File: src/hdl/swrl_pkg.sv
// Shared constants and types of the single-wire identity and command layer.
// Assumes nothing; included by the top module and the CRC generator.
package swrl_pkg;

  // ==========================================================
  // Identity layout
  localparam int ID_BITS   = 64;
  localparam int FAM_BITS  = 8;
  localparam int SER_BITS  = 48;
  localparam int CRC_BITS  = 8;
  localparam int BODY_BITS = FAM_BITS + SER_BITS;   // 56 bits under the CRC
  localparam int CMD_BITS  = 8;
  localparam logic [CRC_BITS-1:0] CRC_RESET = 8'h00;

  // ==========================================================
  // Identity-level command codes
  localparam logic [7:0] CMD_READ    = 8'h33;
  localparam logic [7:0] CMD_MATCH   = 8'h55;
  localparam logic [7:0] CMD_SEARCH  = 8'hF0;
  localparam logic [7:0] CMD_CSEARCH = 8'hEC;
  localparam logic [7:0] CMD_SKIP    = 8'hCC;
  localparam logic [7:0] CMD_OD_SKIP = 8'h3C;
  localparam logic [7:0] CMD_OD_MATCH = 8'h69;
  localparam logic [7:0] CMD_RESUME  = 8'hA5;

  // ==========================================================
  // Linear memory space limits
  localparam logic [15:0] ADR_GP_LO   = 16'h0000;
  localparam logic [15:0] ADR_REG_LO  = 16'h0200;
  localparam logic [15:0] ADR_CAL_LO  = 16'h0240;
  localparam logic [15:0] ADR_RSV_LO  = 16'h0280;
  localparam logic [15:0] ADR_LOG_LO  = 16'h1000;
  localparam logic [15:0] ADR_LOG_HI  = 16'h2FFF;
  localparam logic [15:0] ADR_CNT_LO  = 16'h020C;   // Read-only counter span
  localparam logic [15:0] ADR_CNT_HI  = 16'h020F;
  localparam logic [15:0] ADR_STAT_LO = 16'h0214;
  localparam logic [15:0] ADR_STAT_HI = 16'h0215;
  localparam logic [15:0] ADR_PW_LO   = 16'h0227;   // Password span
  localparam logic [15:0] ADR_PW_HI   = 16'h0236;

  // ==========================================================
  // Sequencer states
  typedef enum logic [2:0] {
    SWRL_ST_INIT   = 3'b000,
    SWRL_ST_WAIT   = 3'b001,
    SWRL_ST_CMD    = 3'b010,
    SWRL_ST_READ   = 3'b011,
    SWRL_ST_MATCH  = 3'b100,
    SWRL_ST_SEARCH = 3'b101,
    SWRL_ST_DONE   = 3'b110,
    SWRL_ST_IDLE   = 3'b111
  } swrl_state_t;

endpackage

File: src/hdl/swrl_crc8.sv
// Serial CRC generator for the identity, one bit per shift.
// Assumes clear and shift come from logic on the same clock.
`timescale 1ns/1ns
`default_nettype none
module swrl_crc8
  import swrl_pkg::*;
(
  input  wire logic                ref_clk,
  input  wire logic                rstn,
  input  wire logic                clr,
  input  wire logic                shift,
  input  wire logic                din,
  output logic [swrl_pkg::CRC_BITS-1:0] crc
);
  import swrl_pkg::*;

  logic [CRC_BITS-1:0] crc_q;
  logic [CRC_BITS-1:0] crc_d;
  logic                fb;

  // ==========================================================
  // Next value: reflected shift with taps at 5, 4 and 0
  always_comb begin
    fb    = din ^ crc_q[0];
    crc_d = crc_q;
    if (clr) begin
      crc_d = CRC_RESET;
    end else if (shift) begin
      crc_d = {fb, crc_q[7:5], crc_q[4] ^ fb, crc_q[3] ^ fb,
               crc_q[2:1]};
    end
  end

  // Register
  always_ff @(posedge ref_clk) begin
    if (!rstn) begin
      crc_q <= CRC_RESET;
    end else begin
      crc_q <= crc_d;
    end
  end

  assign crc = crc_q;
endmodule
`default_nettype wire

File: src/hdl/swrl_top.sv
// Identity layer of a single-wire bus slave: identity with CRC, identity
// commands, overdrive switch and memory-space access limits.
// Assumes a bit-level engine on ref_clk that reports each time slot.
//
// Operation
// - Hold 64-bit identity: family code, 48-bit serial, CRC over 56 bits.
// - CRC made by XOR-feedback shift register, polynomial x8+x5+x4+1.
// - CRC shift register cleared to zero before first identity bit.
// - Family code LSB first, then serial; register then holds the CRC.
// - Memory and control commands open only once an identity command ends.
// - Overdrive command finished at standard speed switches to high speed.
// - Every byte moves least significant bit first.
// - Memory regions share one linear space; identity and scratchpad outside.
// - Both register pages are write-blocked during a logging mission.
// - Password registers accept writes but never return stored values.
// - Logging memory, counters and some registers are read-only.
// - Identity commands work from bus power even with battery exhausted.
`timescale 1ns/1ns
`default_nettype none
module swrl_top
  import swrl_pkg::*;
#(
  parameter logic [7:0]  FAMILY_CODE = 8'h5A,          // Arbitrary value
  parameter logic [47:0] SERIAL_NO   = 48'h0123456789AB // Arbitrary value
)
(
  input  wire logic        ref_clk,
  input  wire logic        rstn,
  input  wire logic        bus_reset,
  input  wire logic        reset_std,
  input  wire logic        slot_valid,
  input  wire logic        slot_bit,
  input  wire logic        alarm_flag,
  input  wire logic        battery_ok,
  input  wire logic        mission_active,
  input  wire logic        mem_req,
  input  wire logic        mem_write,
  input  wire logic [15:0] mem_addr,
  output logic             drive_low,
  output logic             overdrive,
  output logic             func_access,
  output logic             id_ready,
  output logic             id_crc_ok,
  output logic             mem_ack,
  output logic             mem_in_space,
  output logic             mem_allow,
  output logic             mem_read_mask
);
  import swrl_pkg::*;

  // ==========================================================
  // Access decode shared by read and write paths
  function automatic logic in_rng(input logic [15:0] a,
                                  input logic [15:0] lo,
                                  input logic [15:0] hi);
    in_rng = (a >= lo) && (a <= hi);
  endfunction

  logic [ID_BITS-1:0]  id_body;
  logic [CRC_BITS-1:0] crc_val;
  logic                crc_shift;
  logic                crc_din;

  swrl_state_t         st_q,   st_d;
  logic [6:0]          cnt_q,  cnt_d;
  logic [1:0]          ph_q,   ph_d;
  logic [7:0]          cmd_q,  cmd_d;
  logic [7:0]          idcrc_q, idcrc_d;
  logic                rdy_q,  rdy_d;
  logic                ok_q,   ok_d;
  logic                od_q,   od_d;
  logic                odm_q,  odm_d;
  logic                sel_q,  sel_d;
  logic                drv_q,  drv_d;
  logic                idbit;

  // Identity with stored CRC in the top byte
  assign id_body = {idcrc_q, SERIAL_NO, FAMILY_CODE};
  assign idbit   = id_body[cnt_q[5:0]];

  // CRC fed the identity bits while the identity is checked after reset;
  // the first CRC bit comes straight from the register, which is loaded
  // into the identity on that same edge, and no shift follows bit 63
  assign crc_shift = (st_q == SWRL_ST_INIT) && (cnt_q < 7'(ID_BITS));
  assign crc_din   = (cnt_q == 7'(BODY_BITS)) ? crc_val[0]
                                              : id_body[cnt_q[5:0]];

  swrl_crc8 u_crc (
    .ref_clk (ref_clk),
    .rstn    (rstn),
    .clr     (1'b0),
    .shift   (crc_shift),
    .din     (crc_din),
    .crc     (crc_val)
  );

  // ==========================================================
  // Identity command sequencer: next values
  always_comb begin
    st_d    = st_q;
    cnt_d   = cnt_q;
    ph_d    = ph_q;
    cmd_d   = cmd_q;
    idcrc_d = idcrc_q;
    rdy_d   = rdy_q;
    ok_d    = ok_q;
    od_d    = od_q;
    odm_d   = odm_q;
    sel_d   = sel_q;
    drv_d   = 1'b0;
    case (st_q)
      SWRL_ST_INIT: begin
        // Family LSB first, then serial, then stored CRC
        cnt_d = cnt_q + 7'd1;
        if (cnt_q == 7'(BODY_BITS)) begin
          idcrc_d = crc_val;
        end
        if (cnt_q == 7'(ID_BITS)) begin
          ok_d  = (crc_val == CRC_RESET);
          rdy_d = 1'b1;
          st_d  = SWRL_ST_WAIT;
          cnt_d = 7'd0;
        end
      end
      SWRL_ST_WAIT, SWRL_ST_DONE, SWRL_ST_IDLE: begin
        // Nothing until a reset pulse           
      end
      SWRL_ST_CMD: begin
        if (slot_valid) begin
          cmd_d = {slot_bit, cmd_q[7:1]};
          cnt_d = cnt_q + 7'd1;
          if (cnt_q == 7'(CMD_BITS - 1)) begin
            cnt_d = 7'd0;
            ph_d  = 2'd0;
            case ({slot_bit, cmd_q[7:1]})
              CMD_READ:     st_d = SWRL_ST_READ;
              CMD_MATCH:    st_d = SWRL_ST_MATCH;
              CMD_OD_MATCH: begin
                st_d  = SWRL_ST_MATCH;
                odm_d = 1'b1;
              end
              CMD_SEARCH:   st_d = SWRL_ST_SEARCH;
              CMD_CSEARCH:  st_d = alarm_flag ? SWRL_ST_SEARCH
                                              : SWRL_ST_IDLE;
              CMD_SKIP: begin
                st_d  = SWRL_ST_DONE;
                sel_d = 1'b0;
              end
              CMD_OD_SKIP: begin
                st_d  = SWRL_ST_DONE;
                sel_d = 1'b0;
                od_d  = 1'b1;
              end
              CMD_RESUME:   st_d = sel_q ? SWRL_ST_DONE : SWRL_ST_IDLE;
              default:      st_d = SWRL_ST_IDLE;
            endcase
          end
        end
      end
      SWRL_ST_READ: begin
        drv_d = ~idbit;
        if (slot_valid) begin
          cnt_d = cnt_q + 7'd1;
          drv_d = ~id_body[6'(cnt_q + 7'd1)];
          if (cnt_q == 7'(ID_BITS - 1)) begin
            st_d  = SWRL_ST_DONE;
            drv_d = 1'b0;
          end
        end
      end
      SWRL_ST_MATCH: begin
        if (slot_valid) begin
          cnt_d = cnt_q + 7'd1;
          if (slot_bit != idbit) begin
            st_d = SWRL_ST_IDLE;
          end else if (cnt_q == 7'(ID_BITS - 1)) begin
            st_d  = SWRL_ST_DONE;
            sel_d = 1'b1;
            if (odm_q) begin
              od_d = 1'b1;
            end
          end
        end
      end
      SWRL_ST_SEARCH: begin
        // Bit, its complement, then the master's choice
        drv_d = (ph_q == 2'd0) ? ~idbit : (ph_q == 2'd1) ? idbit : 1'b0;
        if (slot_valid) begin
          ph_d  = (ph_q == 2'd2) ? 2'd0 : ph_q + 2'd1;
          drv_d = (ph_q == 2'd0) ? idbit : 1'b0;
          if (ph_q == 2'd2) begin
            cnt_d = cnt_q + 7'd1;
            drv_d = ~id_body[6'(cnt_q + 7'd1)];
            if (slot_bit != idbit) begin
              st_d  = SWRL_ST_IDLE;
              drv_d = 1'b0;
            end else if (cnt_q == 7'(ID_BITS - 1)) begin
              st_d  = SWRL_ST_DONE;
              sel_d = 1'b1;
              drv_d = 1'b0;
            end
          end
        end
      end
      default: st_d = SWRL_ST_IDLE;
    endcase
    // A bus reset after the start-up identity check restarts command reception; a long one leaves overdrive
    if (bus_reset && (st_q != SWRL_ST_INIT)) begin
      st_d  = SWRL_ST_CMD;
      cnt_d = 7'd0;
      ph_d  = 2'd0;
      odm_d = od_q;      // At high speed any match command counts as an overdrive match
      drv_d = 1'b0;
      if (reset_std) begin
        od_d  = 1'b0;
        odm_d = 1'b0;
      end
    end
  end

  // Sequencer registers
  always_ff @(posedge ref_clk) begin
    if (!rstn) begin
      st_q    <= SWRL_ST_INIT;
      cnt_q   <= 7'd0;
      ph_q    <= 2'd0;
      cmd_q   <= 8'h00;
      idcrc_q <= CRC_RESET;
      rdy_q   <= 1'b0;
      ok_q    <= 1'b0;
      od_q    <= 1'b0;
      odm_q   <= 1'b0;
      sel_q   <= 1'b0;
      drv_q   <= 1'b0;
    end else begin
      st_q    <= st_d;
      cnt_q   <= cnt_d;
      ph_q    <= ph_d;
      cmd_q   <= cmd_d;
      idcrc_q <= idcrc_d;
      rdy_q   <= rdy_d;
      ok_q    <= ok_d;
      od_q    <= od_d;
      odm_q   <= odm_d;
      sel_q   <= sel_d;
      drv_q   <= drv_d;
    end
  end

  // Identity layer ignores battery; function layer needs it
  assign drive_low   = drv_q;
  assign overdrive   = od_q;
  assign id_ready    = rdy_q;
  assign id_crc_ok   = ok_q;
  assign func_access = (st_q == SWRL_ST_DONE) && battery_ok;

  // ==========================================================
  // Memory access limits
  logic ack_q, ack_d;
  logic spc_q, spc_d;
  logic alw_q, alw_d;
  logic msk_q, msk_d;

  always_comb begin
    ack_d = mem_req;
    spc_d = in_rng(mem_addr, ADR_GP_LO, ADR_RSV_LO - 16'h0001) ||
            in_rng(mem_addr, ADR_LOG_LO, ADR_LOG_HI);
    msk_d = in_rng(mem_addr, ADR_PW_LO, ADR_PW_HI);
    alw_d = 1'b0;
    if (mem_req && spc_d && func_access) begin
      if (!mem_write) begin
        alw_d = 1'b1;
      end else if (in_rng(mem_addr, ADR_LOG_LO, ADR_LOG_HI)) begin
        alw_d = 1'b0;
      end else if (in_rng(mem_addr, ADR_REG_LO, ADR_CAL_LO - 16'h0001))
      begin
        alw_d = !mission_active &&
                !in_rng(mem_addr, ADR_CNT_LO, ADR_CNT_HI) &&
                !in_rng(mem_addr, ADR_STAT_LO, ADR_STAT_HI);
      end else begin
        alw_d = 1'b1;
      end
    end
  end

  // Access verdict registers
  always_ff @(posedge ref_clk) begin
    if (!rstn) begin
      ack_q <= 1'b0;
      spc_q <= 1'b0;
      alw_q <= 1'b0;
      msk_q <= 1'b0;
    end else begin
      ack_q <= ack_d;
      spc_q <= spc_d;
      alw_q <= alw_d;
      msk_q <= msk_d;
    end
  end

  assign mem_ack       = ack_q;
  assign mem_in_space  = spc_q;
  assign mem_allow     = alw_q;
  assign mem_read_mask = msk_q;
endmodule
`default_nettype wire

File: config.mk
export PLATFORM = sky130hd
export DESIGN_NAME = swrl_top
export DESIGN_NICKNAME = d
export VERILOG_FILES = /design/src/hdl/swrl_pkg.sv /design/src/hdl/swrl_crc8.sv /design/src/hdl/swrl_top.sv
export SDC_FILE = /design/constraint.sdc
export NUM_CORES = 1
export LEC_CHECK = 0
export ABC_AREA = 1
export BUFFER_PORTS_ARGS = -buffer_cell sky130_fd_sc_hd__buf_2
export CAP_MARGIN = 0
export CORE_MARGIN = 2
export CORE_UTILIZATION = 55
export CTS_BUF_LIST = sky130_fd_sc_hd__clkbuf_8 sky130_fd_sc_hd__clkbuf_16
export CTS_CLUSTER_DIAMETER = 40
export CTS_CLUSTER_SIZE = 28
export DETAILED_ROUTE_END_ITERATION = 10
export PLACE_DENSITY = 0.72
export RECOVER_POWER = 50
export SLEW_MARGIN = 10
export SYNTH_ARGS = -nofsm -noshare
export SYNTH_HDL_FRONTEND = slang
export SYNTH_SLANG_ARGS = --single-unit
export TNS_END_PERCENT = 30
File: constraint.sdc
create_clock -name ref_clk -period 2.6 [get_ports ref_clk]
set_input_delay 0.26 -clock ref_clk [delete_from_list [all_inputs] [get_ports ref_clk]]
set_output_delay 0.26 -clock ref_clk [all_outputs]
set_load 0.05 [all_outputs]
Word-level counts from Yosys, hierarchy flattened:

Cells that the tools add are included.

* word-level logic and storage cells: 188
* flip-flop bits (word level): 46
* output and inout port bits: 9

* $add $sub $neg: 2
* order comparisons: 15
* multiplexer cells: 68
* reductions and logical operators: 44
* bitwise gates (word level): 6
* equal/unequal tests: 36

Operators by type and width (count)
* 16-bit by 10-bit <= comparator with 1-bit output (second input constant): 5
* 16-bit by 10-bit >= comparator with 1-bit output (second input constant): 4
* 7-bit two-way mux: 6
* 1-bit two-way mux: 38
* 8-bit == test (second input constant): 4
* 7-bit case mux with 4 select lines: 1
* 3-bit two-way mux: 9
* 3-bit != test (second input constant): 6
* 3-bit case mux with 6 select lines: 1
* 8-bit by 6-bit == test with 1-bit output (second input constant): 2
* 8-bit by 7-bit == test with 1-bit output (second input constant): 2
* 16-bit by 1-bit >= comparator with 1-bit output (second input constant): 1
* 16-bit by 13-bit >= comparator with 1-bit output (second input constant): 1
* 16-bit by 14-bit <= comparator with 1-bit output (second input constant): 1
* 8-bit AND reduction: 2
* 3-bit case mux with 5 select lines: 1
* 7-bit by 6-bit == test with 1-bit output (second input constant): 2
* 6-bit by 7-bit less-than comparator with 1-bit output (second input constant): 2
* 2-bit != test (second input constant): 7
* 1-bit logical AND: 13
* 1-bit binary-select mux with 6-bit select: 2
* 2-bit two-way mux: 6
* 2-bit nonzero test: 5
* 3-bit == test (second input constant): 3
* other kinds (30): 47

Logic depth before layout (Yosys ltp):

* depth after elaboration: 9
* gate-level depth with buffers: 18

Cells and area by module:

From an unflattened synthesis, not the netlist that was laid out.

* cells, all modules: 493
* area total of the unflattened synthesis: 3044.2 um2

By module, submodules not included
* swrl_top: times used 1, area an instance 2665.1 um2, cells each 444
* swrl_crc8: times used 1, area an instance 379.1 um2, cells each 49

Worst setup path after synthesis:

No wires, ideal clock.

* path type: reg-to-reg
* start: reg cnt_q[0]
* end: reg u_crc.crc_q[3], in the netlist u_crc.crc[3]
* arrival time: 1.966 ns
* required time: 2.487 ns
* stages on the path, launching flop included: 17
* setup time: 0.113 ns
* slack: 0.521 ns
* cell sequence: dfxtp_1 > inv_1 > buf_2 > ha_1 > inv_1 > nand2_1 > nand3_1 > a21oi_1 > nand2_1 > nand2_2 > inv_2 > nand2_2 > nand3_2 > nand2_1 > nand2_1 > o21ai_1 > inv_1

* cells in the longest elaborated chain, start to end: 5
* elaborated cells between the ends (all ways): 8

Ends and longest elaborated chain
* start, declared: RTL line swrl_top.sv:65 `logic [6:0] cnt_q, cnt_d;`
* start signal, assigned: RTL line swrl_top.sv:237 `cnt_q <= cnt_d;`
* 1-bit binary-select mux with 6-bit select: RTL line swrl_top.sv:86 `: id_body[cnt_q[5:0]];`
* 1-bit two-way mux (not written as such): RTL line swrl_top.sv:86
* 1-bit two-way mux: RTL line swrl_top.sv:85 `assign crc_din = (cnt_q == 7'(BODY_BITS)) ? crc_val[0]`
* 1-bit XOR: RTL line swrl_crc8.sv:24 `fb = din ^ crc_q[0];`
* 1-bit XOR: RTL line swrl_crc8.sv:29 `crc_d = {fb, crc_q[7:5], crc_q[4] ^ fb, crc_q[3] ^ fb,`
* end signal, assigned: RTL line swrl_crc8.sv:39 `crc_q <= crc_d;`
* end, declared: RTL line swrl_crc8.sv:17 `logic [CRC_BITS-1:0] crc_q;`

Several ways; a longest one is shown, not always the timed one. The select of a mux whose other input is x is not followed.
A chain may end at the register's enable or synchronous reset.

Worst setup path in the final report:

* start: reg cnt_q[1]
* end: reg u_crc.crc_q[3], in the netlist u_crc.crc[3]

The elaborated chain is that of the path after synthesis.

==> flow_summary.yaml <==
sta:
  slew_headroom_pct: 31.5
  holdWs_ps: 126
  tns_ps: 0
  min_period_ps: 2180
  maxSlewViolCount: 0
  fin_crit_sh_pct: 84.0
  tightest_slew_ps: 1030
  hold_viol_final: 0
  fin_worst_skew_ps: 10.1
  setup_viol_count_final: 0
  fmax_ghz: 0.458
  rsz0062_at_grt: "false"
power_and_ir_drop:
  power_density_nw_per_um2: 764
  leakage_nw: 1.64
  peakVddDrop_v: 0.000399
logic_synthesis:
  synthesis.area_um2: 3080
  ys_warn_count: 0
  ys_seq_area_share_pct: 29.2
  avgSynthCellArea_um2: 6.00
  synth_seq_cells: 45
  syn-num-nets: 549
  syn-instance-count: 514
  synth.distinct_cells: 34
global_route:
  grt_usage_pct: 27.7
  grt_pass1_wl_um: 13800
  busiest_layer: "met2"
  grt_pass1_vias: 3148
  antenna_found_initial: 0
  grt.met1_usage_pct: 34.0
  grt_max_degree: 27
  grt_use_met3_pct: 4.09
  use_met2_pct: 47.6
  grt_overflow_total: 0
detailed_routing:
  drt_iter0_drc: 172
  vias: 3384
  wirelength_um: 8100
  drc: 0
  ant_nets: 0
  dr.pass1.iters: 5
  via_per_inst: 5.39
  wire_per_inst_um: 12.9
clock_network:
  cts_tree: "built"
  clock-root-buffer: "clkbuf_8"
  clk_pin_slew_ps: 90
  cts_buffer_depth: 2
  cts_sinks: 45
  cts_buffers: 5
  post_cts_buffers: 0
  clock_latency_ps: 300
  ctsResizeCount: 0
  htreeDepth: 2
  ctsHoldBuffers: 0
layout:
  final_cell_mix: "nand2_1 (134), inv_1 (78), nor2_1 (50), a21oi_1 (50), dfxtp_1 (45)"
  layout.nets: 590
  multiInputGateArea_um2: 1810
  fillers: 557
  syn_to_final_growth_pct: 11.0
  final_common_cell: "nand2_1"
  n_antenna_cell: 0
  seq_area_um2: 901
  drive_gt1_share_pct: 11.7
floorplanning:
  die_h_um: 78.9
  start_util_pct: 56.3
  floorplan.die_area_um2: 6220
  die_w_um: 78.9
  fp.coreArea_um2: 5470
  io_pins: 36
  std_cell_rows: 27
hold_path:
  hold_path_depth: 2
  worst_hold_path.endpoint: "mem_allow$_SDFF_PN0_"
  worstHoldStart: "mem_write"
  hold_path_class: "primary input to register"
worst_setup_path:
  worstSetupPathType: "register to register"
  r2r_slack_ps: 420
  worst_path_max_delay_cell: "dfxtp_1"
  required_ps: 2810
  cp-end-kind: "register"
  startpoint_type: "register"
  rr_worst_depth: 15
  reg2reg_to: "u_crc.crc[3]$_SDFFE_PN0P_"
  worstPathCellList: "inv_1, ha_1, inv_1, nand2_1, nand3_1, a21oi_1, nand2_1, nand2_2, inv_2, nand2_2, nand3_2, nand2_1, nand2_1, o21ai_1, inv_1"
  crit_arrival_ps: 2390
  crit_family: "simple AND/OR/NAND/NOR gates"
  crit_start: "cnt_q[1]$_SDFFE_PP0P_"
  critical_path_cell_count: 15
  path_max_fanout: 6
  critPathMostFrequentCell: "nand2_1"
  critical-path-max-stage-delay_ps: 400
  reg2reg_from: "cnt_q[1]$_SDFFE_PP0P_"
  crit_buf_inv: 4
placed_design:
  io_buffers: 35
  gp_congestion: 0.993
  dp_hpwl_um: 6360
run_status:
  status: "finished clean"
run:
  maxCapViolCount: 0
## stage by stage
stage | cells | total power, mW | util [%] | worst slack (ps) | instance area, µm²
final | 628 | 2.61 | 62.5 | 417 | 3420
after global routing | 628 | 2.86 | 62.5 | 121 | 3420
after CTS | 628 | 2.63 | 63.0 | 442 | 3450
after detailed placement | 620 | 2.20 | 61.4 | 456 | 3360
after global placement | 620 | 2.19 | 61.4 | 508 | 3360
after floorplan | 514 | 1.87 | - | 521 | 3080
## how the worst max path moves through the flow
stage,to
floorplan,u_crc.crc[3]$_SDFFE_PN0P_
global placement,u_crc.crc[3]$_SDFFE_PN0P_
detailed placement,u_crc.crc[3]$_SDFFE_PN0P_
CTS,u_crc.crc[3]$_SDFFE_PN0P_
global route,u_crc.crc[3]$_SDFFE_PN0P_
finish,u_crc.crc[3]$_SDFFE_PN0P_
## synth_stat cells
master / instances / area, µm²
nand2_2: 5 / 31.3
o21ai_0: 36 / 180
a41oi_1: 2 / 17.5
o21ai_2: 1 / 8.76
inv_1: 75 / 282
nor3_2: 1 / 10.0
a31oi_2: 1 / 12.5
clkbuf_1: 3 / 11.3
nand4_1: 8 / 50.1
a221oi_1: 2 / 17.5
a31oi_1: 3 / 18.8
or2_2: 1 / 6.26
ha_1: 8 / 100
a21oi_1: 50 / 250
o22ai_1: 1 / 6.26
buf_2: 4 / 20.0
dfxtp_1: 45 / 901
nor2_4: 2 / 22.5
nor4_1: 2 / 12.5
nand3_2: 1 / 10.0
o31ai_1: 2 / 15.0
inv_2: 13 / 48.8
nand3_1: 43 / 215
o21ai_1: 2 / 10.0
o211ai_1: 1 / 7.51
a311oi_1: 1 / 8.76
a211oi_1: 1 / 7.51
nand2_1: 133 / 499
nor2_1: 49 / 184
nor2_2: 4 / 25.0
a21oi_2: 2 / 17.5
nor3_4: 1 / 16.3
nor3_1: 10 / 50.1
o2111ai_1: 1 / 8.76
## cell type report
cell class / instances / share of cell area, %
sequential: 45 / 26.3
clock buffer: 5 / 2.01
inverter: 88 / 9.65
tap: 72 / 2.63
timing repair buffer: 41 / 5.96
clock inverter: 3 / 0.548
multi-input combinational: 374 / 52.9
## kinds of logic after synthesis
group                    after synthesis  synth area share (%)
AO/OA/AOI/OAI                        106                  19.0
adder cells (fa/ha/maj)                8                  3.25
buffers and inverters                 95                  11.7
flip-flops                            45                  29.2
AND/OR/NAND/NOR                      260                  36.7
## metal layers
layer | routed length [µm] | vias up | part of all wire [%]
met3 | 403 | 22 | 5.0
li1 | - | 1750 | -
met1 | 3680 | 1503 | 46
met5 | 0 | - | 0
met4 | 280 | 0 | 3.5
met2 | 3730 | 109 | 46
## registers in the layout, summed over array words and instances (netlist names), 2 cells and up
register and flops:
st_q 3, idcrc_q 8, cmd_q 7, u_crc.crc 8
cnt_q 7, ph_q 2
## where the power goes
group / switching [mW] / internal (mW) / total [mW]
clock: 0.251 / 0.186 / 0.437
sequential: 0.0790 / 0.785 / 0.863
combinational: 0.893 / 0.422 / 1.31
total: 1.22 / 1.39 / 2.61
(Power assumes the default switching activity.)
